[src/nbl_defines.svh]
// constants for the nand block-lock and otp host controller
`ifndef NBL_DEFINES_SVH
`define NBL_DEFINES_SVH
// ==========================================================================
// nand command codes
`define NBL_CMD_LOCK 8'h2a
`define NBL_CMD_TIGHT 8'h2c
`define NBL_CMD_LOCK_STATUS 8'h7a
`define NBL_CMD_SET_FEATURE 8'hef
`define NBL_CMD_READ1 8'h00
`define NBL_CMD_READ2 8'h30
`define NBL_CMD_PROG1 8'h80
`define NBL_CMD_PROG2 8'h10
`define NBL_CMD_STATUS 8'h70
`define NBL_FEAT_OTP_ADDR 8'h90
// ==========================================================================
// apb register offsets
`define NBL_REG_CTRL 12'h000
`define NBL_REG_ARG 12'h004
`define NBL_REG_STAT 12'h008
`define NBL_REG_RESULT 12'h00c
`define NBL_REG_PINS 12'h010
// ==========================================================================
// op codes written to ctrl[3:0]; ctrl bit 8 starts
`define NBL_OP_LOCK 4'h1
`define NBL_OP_TIGHT 4'h2
`define NBL_OP_LOCK_STATUS 4'h3
`define NBL_OP_FEATURE 4'h4
`define NBL_OP_READ_BYTE 4'h5
`define NBL_OP_PROG_BYTE 4'h6
`define NBL_OP_STATUS 4'h7
`define NBL_CTRL_GO_BIT 8
// ==========================================================================
// otp page range and mode values
`define NBL_OTP_PAGE_MIN 8'h02
`define NBL_OTP_PAGE_MAX 8'h1f
`define NBL_MODE_NORMAL 8'h00
`define NBL_MODE_OTP 8'h01
`define NBL_MODE_PROTECT 8'h03
`define NBL_REPEAT_PROTECT_STATUS 8'h60
// ==========================================================================
// bus timing: strobe phase lasts this count plus one cycle (100 ns at 20 MHz)
`define NBL_STROBE_CYCLES 4'h1
`endif

[src/nbl_pkg.sv]
// types for the nand block-lock and otp host controller
package nbl_pkg;
    // ======================================================================
    // sequencer states, gray along the main path
    typedef enum logic [3:0] {
        NBL_IDLE = 4'b0000,
        NBL_CMD = 4'b0001,
        NBL_ADDR = 4'b0011,
        NBL_DATA = 4'b0010,
        NBL_CMD2 = 4'b0110,
        NBL_WAIT = 4'b0111,
        NBL_READ = 4'b0101,
        NBL_DONE = 4'b0100
    } nbl_state_t;
endpackage

[src/nbl_host.sv]
// host controller issuing block-lock and otp sequences to an async nand
`timescale 1ns/100ps
`include "nbl_defines.svh"
module nbl_host #(
    parameter int ADDR_W = 12
) (
    input wire logic pclk,
    input wire logic presetn,
    input wire logic psel,
    input wire logic penable,
    input wire logic pwrite,
    input wire logic [ADDR_W-1:0] paddr,
    input wire logic [31:0] pwdata,
    output logic [31:0] prdata,
    output logic pready,
    output logic pslverr,
    output logic nand_cle,
    output logic nand_ale,
    output logic nand_we_n,
    output logic read_enable_n,
    output logic nand_ce_n,
    output logic write_protect_n,
    output logic [7:0] nand_dq_out,
    output logic nand_dq_oe,
    input wire logic [7:0] nand_dq_in,
    input wire logic ready_busy_n
);
    // ======================================================================
    // state record
    typedef struct packed {
        nbl_pkg::nbl_state_t st;
        logic [3:0] op;
        logic [23:0] arg;      // [7:0] page/value, [20:8] column/block
        logic [7:0] data;
        logic [7:0] result;
        logic [2:0] idx;       // address or parameter cycle counter
        logic [3:0] tmr;
        logic ph;              // strobe phase: 0 low, 1 high
        logic busy;
        logic err;
        logic wp;
        logic [1:0] rb_sync;
        logic [7:0] mode;
        logic [7:0] last_otp_page;
        logic cle, ale, we_n, re_n, oe;
        logic [7:0] dq;
        logic [31:0] rdata;
        logic rdy;
    } nbl_s_t;
    nbl_s_t s_reg, s_next;
    logic cmd_go;
    logic rb_ready;
    assign rb_ready = s_reg.rb_sync[1];
    assign cmd_go = s_reg.rdy == 1'b1 && psel && penable && pwrite && !s_reg.busy
        && paddr == `NBL_REG_CTRL && pwdata[`NBL_CTRL_GO_BIT];

    // address cycle count per op
    function automatic logic [2:0] addr_cycles(input logic [3:0] op);
        case (op)
            `NBL_OP_LOCK_STATUS: addr_cycles = 3'd3;
            `NBL_OP_FEATURE: addr_cycles = 3'd1;
            `NBL_OP_READ_BYTE, `NBL_OP_PROG_BYTE: addr_cycles = 3'd5;
            default: addr_cycles = 3'd0;
        endcase
    endfunction

    // ======================================================================
    // next-state logic: apb slave plus nand strobe sequencer
    always_comb begin
        s_next = s_reg;
        s_next.rb_sync = {s_reg.rb_sync[0], ready_busy_n};
        s_next.rdy = 1'b0;
        // apb: single wait state so every access answers one cycle into access
        // a write lands only at the edge where the master sees pready high
        if (psel && penable) begin
            s_next.rdy = !s_reg.rdy;
            if (pwrite && s_reg.rdy) begin
                unique case (paddr)
                    `NBL_REG_ARG: s_next.arg = pwdata[23:0];
                    `NBL_REG_PINS: begin
                        s_next.wp = pwdata[0];
                    end
                    default: ;
                endcase
            end else if (!pwrite && !s_reg.rdy) begin
                unique case (paddr)
                    `NBL_REG_CTRL: s_next.rdata = {28'h000_0000, s_reg.op};
                    `NBL_REG_ARG: s_next.rdata = {8'h00, s_reg.arg};
                    `NBL_REG_STAT: s_next.rdata = {16'h0000, s_reg.mode, 5'h00, s_reg.err,
                        rb_ready, s_reg.busy};
                    `NBL_REG_RESULT: s_next.rdata = {24'h00_0000, s_reg.result};
                    `NBL_REG_PINS: s_next.rdata = {31'h0000_0000, s_reg.wp};
                    default: s_next.rdata = 32'h0000_0000;
                endcase
            end
        end
        if (cmd_go) begin
            s_next.op = pwdata[3:0];
            s_next.err = 1'b0;
            s_next.busy = 1'b1;
            s_next.st = nbl_pkg::NBL_CMD;
            s_next.idx = 3'd0;
            s_next.ph = 1'b0;
            s_next.tmr = 4'h0;
            // tight refused unless write protect released
            if (pwdata[3:0] == `NBL_OP_TIGHT && !s_reg.wp) begin
                s_next.err = 1'b1;
                s_next.busy = 1'b0;
                s_next.st = nbl_pkg::NBL_IDLE;
            end
            // otp programs must go in ascending page order
            if (pwdata[3:0] == `NBL_OP_PROG_BYTE && s_reg.mode == `NBL_MODE_OTP
                && (s_reg.arg[7:0] < s_reg.last_otp_page || s_reg.arg[7:0] < `NBL_OTP_PAGE_MIN
                || s_reg.arg[7:0] > `NBL_OTP_PAGE_MAX)) begin
                s_next.err = 1'b1;
                s_next.busy = 1'b0;
                s_next.st = nbl_pkg::NBL_IDLE;
            end
        end
        // strobe pacing: each phase lasts NBL_STROBE_CYCLES plus one cycles
        if (s_reg.st != nbl_pkg::NBL_IDLE && s_reg.st != nbl_pkg::NBL_WAIT) begin
            if (s_reg.tmr != `NBL_STROBE_CYCLES) begin
                s_next.tmr = s_reg.tmr + 4'h1;
            end else begin
                s_next.tmr = 4'h0;
                s_next.ph = !s_reg.ph;
            end
        end
        if (s_reg.tmr == `NBL_STROBE_CYCLES) begin
            unique case (s_reg.st)
                nbl_pkg::NBL_IDLE, nbl_pkg::NBL_WAIT: ;
                nbl_pkg::NBL_CMD, nbl_pkg::NBL_ADDR, nbl_pkg::NBL_DATA, nbl_pkg::NBL_CMD2: begin
                    if (!s_reg.ph) begin
                        s_next.we_n = 1'b1;  // rising edge latches the cycle
                    end else begin
                        s_next.cle = 1'b0;
                        s_next.ale = 1'b0;
                        s_next.oe = 1'b0;
                        if (s_reg.st == nbl_pkg::NBL_CMD) begin
                            if (addr_cycles(s_reg.op) != 3'd0) s_next.st = nbl_pkg::NBL_ADDR;
                            else if (s_reg.op == `NBL_OP_STATUS) s_next.st = nbl_pkg::NBL_READ;
                            else s_next.st = nbl_pkg::NBL_DONE;
                        end else if (s_reg.st == nbl_pkg::NBL_ADDR) begin
                            s_next.idx = s_reg.idx + 3'd1;
                            if (s_reg.idx + 3'd1 == addr_cycles(s_reg.op)) begin
                                s_next.idx = 3'd0;
                                if (s_reg.op == `NBL_OP_FEATURE || s_reg.op == `NBL_OP_PROG_BYTE)
                                    s_next.st = nbl_pkg::NBL_DATA;
                                else if (s_reg.op == `NBL_OP_READ_BYTE) s_next.st = nbl_pkg::NBL_CMD2;
                                else s_next.st = nbl_pkg::NBL_READ;  // lock status byte read
                            end
                        end else if (s_reg.st == nbl_pkg::NBL_DATA) begin
                            s_next.idx = s_reg.idx + 3'd1;
                            // four parameter bytes for the feature write
                            if (s_reg.op == `NBL_OP_PROG_BYTE || s_reg.idx == 3'd3) begin
                                s_next.st = (s_reg.op == `NBL_OP_PROG_BYTE) ? nbl_pkg::NBL_CMD2
                                    : nbl_pkg::NBL_WAIT;
                                // mode tracks the value just written
                                if (s_reg.op == `NBL_OP_FEATURE) s_next.mode = s_reg.arg[7:0];
                            end
                        end else begin
                            s_next.st = nbl_pkg::NBL_WAIT;
                            if (s_reg.op == `NBL_OP_PROG_BYTE && s_reg.mode == `NBL_MODE_OTP)
                                s_next.last_otp_page = s_reg.arg[7:0];
                        end
                    end
                end
                nbl_pkg::NBL_READ: begin
                    if (!s_reg.ph) begin
                        s_next.re_n = 1'b1;
                        s_next.result = nand_dq_in;  // sampled on the rising read strobe
                        s_next.st = nbl_pkg::NBL_DONE;
                    end
                end
                nbl_pkg::NBL_DONE: ;
                default: s_next.st = nbl_pkg::NBL_IDLE;
            endcase
        end
        // drive strobes at the start of each low phase
        if (s_reg.tmr == 4'h0 && !s_reg.ph) begin
            unique case (s_reg.st)
                nbl_pkg::NBL_CMD: begin
                    s_next.cle = 1'b1;
                    s_next.we_n = 1'b0;
                    s_next.oe = 1'b1;
                    unique case (s_reg.op)
                        `NBL_OP_LOCK: s_next.dq = `NBL_CMD_LOCK;
                        `NBL_OP_TIGHT: s_next.dq = `NBL_CMD_TIGHT;
                        `NBL_OP_LOCK_STATUS: s_next.dq = `NBL_CMD_LOCK_STATUS;
                        `NBL_OP_FEATURE: s_next.dq = `NBL_CMD_SET_FEATURE;
                        `NBL_OP_READ_BYTE: s_next.dq = `NBL_CMD_READ1;
                        `NBL_OP_PROG_BYTE: s_next.dq = `NBL_CMD_PROG1;
                        default: s_next.dq = `NBL_CMD_STATUS;  // plain status only
                    endcase
                end
                nbl_pkg::NBL_ADDR: begin
                    s_next.ale = 1'b1;
                    s_next.we_n = 1'b0;
                    s_next.oe = 1'b1;
                    if (s_reg.op == `NBL_OP_FEATURE) s_next.dq = `NBL_FEAT_OTP_ADDR;
                    else if (s_reg.op == `NBL_OP_LOCK_STATUS) begin
                        // block address, invert bit forced low
                        unique case (s_reg.idx)
                            3'd0: s_next.dq = {s_reg.arg[9:8], 6'h00};
                            3'd1: s_next.dq = s_reg.arg[17:10];
                            default: s_next.dq = {6'h00, s_reg.arg[19:18]};
                        endcase
                    end else begin
                        // 13-bit column then page; zero column protects
                        unique case (s_reg.idx)
                            3'd0: s_next.dq = s_reg.arg[15:8];
                            3'd1: s_next.dq = {3'h0, s_reg.arg[20:16]};
                            3'd2: s_next.dq = s_reg.arg[7:0];
                            default: s_next.dq = 8'h00;
                        endcase
                    end
                end
                nbl_pkg::NBL_DATA: begin
                    s_next.we_n = 1'b0;
                    s_next.oe = 1'b1;
                    if (s_reg.op == `NBL_OP_PROG_BYTE) s_next.dq = s_reg.arg[23] ? 8'h00 : 8'hff;
                    else s_next.dq = (s_reg.idx == 3'd0) ? s_reg.arg[7:0] : 8'h00;
                end
                nbl_pkg::NBL_CMD2: begin
                    s_next.cle = 1'b1;
                    s_next.we_n = 1'b0;
                    s_next.oe = 1'b1;
                    s_next.dq = (s_reg.op == `NBL_OP_READ_BYTE) ? `NBL_CMD_READ2 : `NBL_CMD_PROG2;
                end
                nbl_pkg::NBL_READ: s_next.re_n = 1'b0;  // byte valid from falling edge
                default: ;
            endcase
        end
        // wait for the device's busy period to end
        if (s_reg.st == nbl_pkg::NBL_WAIT && rb_ready && s_reg.tmr == `NBL_STROBE_CYCLES) begin
            s_next.st = (s_reg.op == `NBL_OP_READ_BYTE) ? nbl_pkg::NBL_READ : nbl_pkg::NBL_DONE;
            s_next.ph = 1'b0;
            s_next.tmr = 4'h0;
        end else if (s_reg.st == nbl_pkg::NBL_WAIT) begin
            s_next.tmr = (s_reg.tmr == `NBL_STROBE_CYCLES) ? s_reg.tmr : s_reg.tmr + 4'h1;
        end
        if (s_reg.st == nbl_pkg::NBL_DONE) begin
            s_next.busy = 1'b0;
            s_next.st = nbl_pkg::NBL_IDLE;
        end
    end

    // state register; reset leaves write protect asserted and bus idle
    always_ff @(posedge pclk or negedge presetn) begin
        if (!presetn) begin
            s_reg <= '{st: nbl_pkg::NBL_IDLE, op: 4'h0, arg: 24'h00_0000, data: 8'h00,
                result: 8'h00, idx: 3'd0, tmr: 4'h0, ph: 1'b0, busy: 1'b0, err: 1'b0,
                wp: 1'b0, rb_sync: 2'b00, mode: `NBL_MODE_NORMAL, last_otp_page: 8'h00,
                cle: 1'b0, ale: 1'b0, we_n: 1'b1, re_n: 1'b1, oe: 1'b0, dq: 8'h00,
                rdata: 32'h0000_0000, rdy: 1'b0};
        end else begin
            s_reg <= s_next;
        end
    end

    assign prdata = s_reg.rdata;
    assign pready = s_reg.rdy;
    assign pslverr = 1'b0;
    assign nand_cle = s_reg.cle;
    assign nand_ale = s_reg.ale;
    assign nand_we_n = s_reg.we_n;
    assign read_enable_n = s_reg.re_n;
    assign nand_ce_n = !s_reg.busy;
    assign write_protect_n = s_reg.wp;
    assign nand_dq_out = s_reg.dq;
    assign nand_dq_oe = s_reg.oe;
endmodule

[config.mk]
export PLATFORM = sky130hd
export DESIGN_NAME = nbl_host
export DESIGN_NICKNAME = d
export VERILOG_FILES = /design/src/nbl_pkg.sv /design/src/nbl_host.sv
export VERILOG_INCLUDE_DIRS = /design/src /design/src/src
export SDC_FILE = /design/constraint.sdc
export NUM_CORES = 1
export LEC_CHECK = 0
export BUFFER_PORTS_ARGS = -buffer_cell sky130_fd_sc_hd__buf_2
export CAP_MARGIN = 20
export CORE_ASPECT_RATIO = 1.2
export CORE_MARGIN = 10
export CORE_UTILIZATION = 53
export DETAILED_ROUTE_END_ITERATION = 7
export MAX_ROUTING_LAYER = met4
export PLACE_DENSITY = 0.76
export RECOVER_POWER = 25
export REMOVE_ABC_BUFFERS = 1
export SLEW_MARGIN = 20
export SYNTH_ARGS = -nofsm -noshare
export SYNTH_HDL_FRONTEND = slang
export SYNTH_SLANG_ARGS = --single-unit
[constraint.sdc]
create_clock -name pclk -period 2.6 [get_ports pclk]
set_input_delay 0.13 -clock pclk [delete_from_list [all_inputs] [get_ports pclk]]
set_output_delay 0.13 -clock pclk [all_outputs]
set_load 0.05 [all_outputs]
Word-level counts from Yosys, hierarchy flattened. Index checks and enable logic that the tools add are counted.

Register bits after elaboration: 107. Input bits: 58. Output and inout bits: 49.

Mux-type cells: 73. Bitwise gates (word level): 5. Order comparisons: 3. Equal/unequal tests: 29. Reductions and logical operators: 47. Add/subtract/negate cells: 2.

Operators by type and width (count): case mux 24 bit (5 select lines) (1); 2-to-1 mux 4 bit (15); 2-to-1 mux 3 bit (19); 2-to-1 mux 8 bit (6); case mux 8 bit (6 select lines) (1); equality test 4 x 3 -> 1 bit, second input constant (9); case mux 9 bit (4 select lines) (1); equality test 12 x 4 -> 1 bit, second input constant (2); case mux 8 bit (3 select lines) (1); equality test 4 x 2 -> 1 bit, second input constant (5); logical AND 1 bit (17); 2-to-1 mux 1 bit (17); case mux 8 bit (2 select lines) (1); 2-to-1 mux 13 bit (1); equality test 12 x 3 -> 1 bit, second input constant (1); equality test 12 x 5 -> 1 bit, second input constant (1); equality test 4 x 1 -> 1 bit, second input constant (3); zero test 12 bit (1); case mux 4 bit (3 select lines) (1); AND reduction 3 bit (4); nonzero test 4 bit (3); 2-to-1 mux 10 bit (1); 2-to-1 mux 5 bit (2); case mux 3 bit (3 select lines) (1); 26 further kinds (45).

Logic depth before layout (Yosys ltp).
Depth after elaboration: 17. Depth in mapped cells: 10.

Least setup slack after synthesis. No wires, ideal clock.

Kind: flip-flop to flip-flop. From: register s_reg[72] in the netlist's numbering. To: register s_reg[119] in the netlist's numbering. Arrival time: 2113 ps. Slack: 350 ps. Data required time: 2463 ps. Cell stages (with the launch flop): 9. Clock period less this slack: 2250 ps. Cell sequence: dfrtp_1 > ha_1 > ha_1 > nor4b_1 > o311ai_1 > a311oi_1 > a21oi_1 > a2111oi_4 > o32ai_1.

RTL lines: start: declaration (RTL line nbl_host.sv:50) `nbl_s_t s_reg, s_next;`; start signal: assignment (RTL line nbl_host.sv:251) `s_reg <= '{st: nbl_pkg::NBL_IDLE, op: 4'h0, arg: 24'h00_0000, data: 8'h00,`; start signal: assignment (RTL line nbl_host.sv:257) `s_reg <= s_next;`.

==> results.sh <==
export IMPL_status="complete, but fails checks"
export IMPL_violations="negative hold slack"
export IMPL_layout_commonest_cell="dfrtp_1"
export IMPL_root_buffer="clkbuf_16"
export IMPL_nets=773
export IMPL_layout_drive_gt1_share_pct=25.7
export IMPL_hold_worst_slack_ns=-0.00392
export IMPL_r2r_cells=8
export IMPL_fillCellCount=977
export IMPL_clkTransAtPathRegs_ns=0.07
export IMPL_avgViaCountPerCell=5.94
export IMPL_end_kind="flop"
export IMPL_maxCapViolations=0
export IMPL_pin_count=107
export IMPL_chipWidth_um=118
export IMPL_ys_seq_area_share_pct=43.4
export IMPL_clock_sinks=107
export IMPL_critPathBufInv=0
export IMPL_ys_seq_elements=107
export IMPL_setup_viol=0
export IMPL_gp_congestion=0.933
export IMPL_grt_pass1_wl_um=26500
export IMPL_port_buffers=89
export IMPL_antenna_found_initial=0
export IMPL_finClkSkew_ns=0.00922
export IMPL_async_flop_share_pct=100
export IMPL_die_y_um=138
export IMPL_cp_max_fo=6
export IMPL_powerDensity_nw_per_um2=478
export IMPL_avgSynthCellArea_sq_um=9.64
export IMPL_overflow=0
export IMPL_slew_headroom_pct=6.63
export IMPL_fin_crit_ns=2.52
export IMPL_largest_register_ffs=66
export IMPL_core_area_sq_um=11500
export IMPL_fmax_mhz=396
export IMPL_critPathMaxStageDelay_ns=0.42
export IMPL_worst_slew_pin_transition_ns=1.40
export IMPL_drt_wirelength_per_cell_um=19.3
export IMPL_grt_util_all_layers_pct=20.2
export IMPL_fin_util_pct=60.2
export IMPL_syn_cell_area_sq_um=6170
export IMPL_layout_cells_non_filler=862
export IMPL_antenna_left=0
export IMPL_antenna_cells=0
export IMPL_initialDrtViolationCount=502
export IMPL_drv_slew=0
export IMPL_dp_slack_ns=0.134
export IMPL_place_inst=843
export IMPL_cp_common_cell="ha_1"
export IMPL_grt_max_degree=55
export IMPL_initial_core_util_pct=53.8
export IMPL_timing_hold_violations_final=1
export IMPL_critPathKind="flop to flop"
export IMPL_cts_buffer_depth=2
export IMPL_syn_inst=640
export IMPL_area_growth_pct=11.8
export IMPL_dieArea_sq_um=16400
export IMPL_path_cells="ha_1 > ha_1 > nor4b_1 > o311ai_1 > a311oi_1 > a21oi_1 > a2111oi_4 > o32ai_1"
export IMPL_vias=5118
export IMPL_rows=43
export IMPL_grt_pass1_vias=5052
export IMPL_ys_flop_type="dfrtp_1"
export IMPL_critPathRequiredTime_ns=2.82
export IMPL_totalWireLength_um=16600
export IMPL_synthDistinctLibCells=73
export IMPL_cpMaxStageDelayCell="dfrtp_1"
export IMPL_cts_htree_levels=3
export IMPL_power_mw=3.29
export IMPL_synth_edf_count=0
export IMPL_vdd_drop_max_mv=0.269
export IMPL_holdCritPathClass="input port to flop"
export IMPL_cts_made_buffers=9
export IMPL_clk_latency_ns=0.35
export IMPL_setup_worst_path_start_class="flop"
export IMPL_dp_hpwl_um=12400
export IMPL_rsz0062_at_grt="yes"
export IMPL_leakagePower_nw=3.17
export IMPL_drc=0
export IMPL_setup_slack_ns=0.0759
export IMPL_cp_top_family="compound AO/OA/AOI/OAI gates"
export IMPL_dr_pass1_iters=5
export IMPL_cts_tree="yes"
export IMPL_cp_arrival_ns=2.74
export IMPL_cp_depth=8
export IMPL_ys_warnings_count=0
export IMPL_most_common_layout_cells="dfrtp_1 (105), nand2_1 (88), buf_2 (79)"
export IMPL_period_share_pct=97.1
export IMPL_holdPathStages=2
worst paths after layout:
| path | startpoint | endpoint | slack [ns] |
|---|---|---|---|
| setup / recovery | s_reg[73] | s_reg[119] | 0.08 |
| hold / removal | pwdata[23] | s_reg[114] | -0.004 |
| setup reg to reg | s_reg[73] | s_reg[119] | 0.08 |
| hold reg to reg | s_next[63] | rb_ready | 0.35 |
| max in group asynchronous | presetn | read_enable_n | 0.92 |
| min in group asynchronous | presetn | prdata[17] | 0.64 |
per-layer routing:
metal | track usage, % | routed length, um | vias up | part of all wire (%)
met2 | 33.2 | 8270 | 205 | 50
met1 | 24.3 | 6840 | 2496 | 41
li1 | - | - | 2381 | -
met3 | 3.79 | 1150 | 36 | 6.9
met4 | 7.47 | 359 | 0 | 2.2
met5 | - | 0 | - | 0
area by class of cell:
cell class	instances	area [sq um]	area share, %
Sequential cell	107	2680	38.9
Tap cell	157	196	2.85
Clock inverter	5	86.3	1.25
Timing Repair Buffer	121	682	9.89
Multi-Input combinational cell	442	2950	42.7
Clock buffer	11	233	3.37
Inverter	19	71.3	1.03
kinds of logic (layout without fill, tap and decap cells):
kind of cell / count (synthesis) / in the layout / share of synthesized area [%]
and+or+nand+nor: 201 / 201 / 16.5
muxes: 48 / 48 / 9.09
adders and majority gates: 15 / 15 / 3.04
AOI/OAI and AO/OA: 167 / 167 / 18.2
DFF: 107 / 107 / 43.4
other: 1 / 9 / 0.0608
xor gates and xnor gates: 2 / 2 / 0.284
buffers and inverters: 99 / 156 / 9.33
worst register-to-register path, delay by kind of cell, from the launching register on:
family                     cells  cell delay, ns
DFF                            1            0.42
and+or+nand+nor                1            0.31
AOI/OAI and AO/OA              5            1.09
adders and majority gates      2            0.59
stage by stage:
stage | TNS (ns) | area [sq um]
after global placement | 0 | 6560
after global routing | -0.121 | 6900
after CTS | 0 | 6910
final | 0 | 6900
after floorplan | -10.18 | 5700
after detailed placement | 0 | 6560
power breakdown:
group,internal (mW),total [mW],switching [mW]
Combinational,0.0420,0.143,0.101
Sequential,1.67,1.67,0.00315
Clock,0.852,1.48,0.629
synthesized netlist by cell type (3+ instances only):
library cell  count  area, sq um
a311oi_1          4         35.0
buf_4            43          323
a211oi_1          5         37.5
mux2_2           38          428
mux2_1            6         67.6
nand3_1           7         35.0
nand2_1          88          330
o221ai_1          3         26.3
nor2b_1           8         50.1
a31oi_1          13         81.3
and2_1            5         31.3
a22oi_1          17          128
nor4b_1           4         35.0
buf_2            15         75.1
o22ai_1           5         31.3
o21ai_1           3         15.0
dfrtp_1         105         2630
nand4_1           5         31.3
a22o_1            6         52.6
o211ai_1          3         22.5
inv_1            19         71.3
and3_1            8         50.1
clkbuf_1         18         67.6
buf_6             3         33.8
nor2_1           38          143
a21oi_1          26          130
o21ai_0          53          265
o21a_1            3         22.5
ha_1             15          188
a221oi_1          3         26.3
nor4_1            4         25.0
nor3_1           10         50.1
timing repair:
item,4_1_cts,5_1_grt
gates resized for setup,0,1
buffers inserted,0,0
setup endpoints to repair,0,3
hold buffers,3,0
endpoints found under the hold margin,52,0
Note: power is estimated with default switching activity, not from simulation.
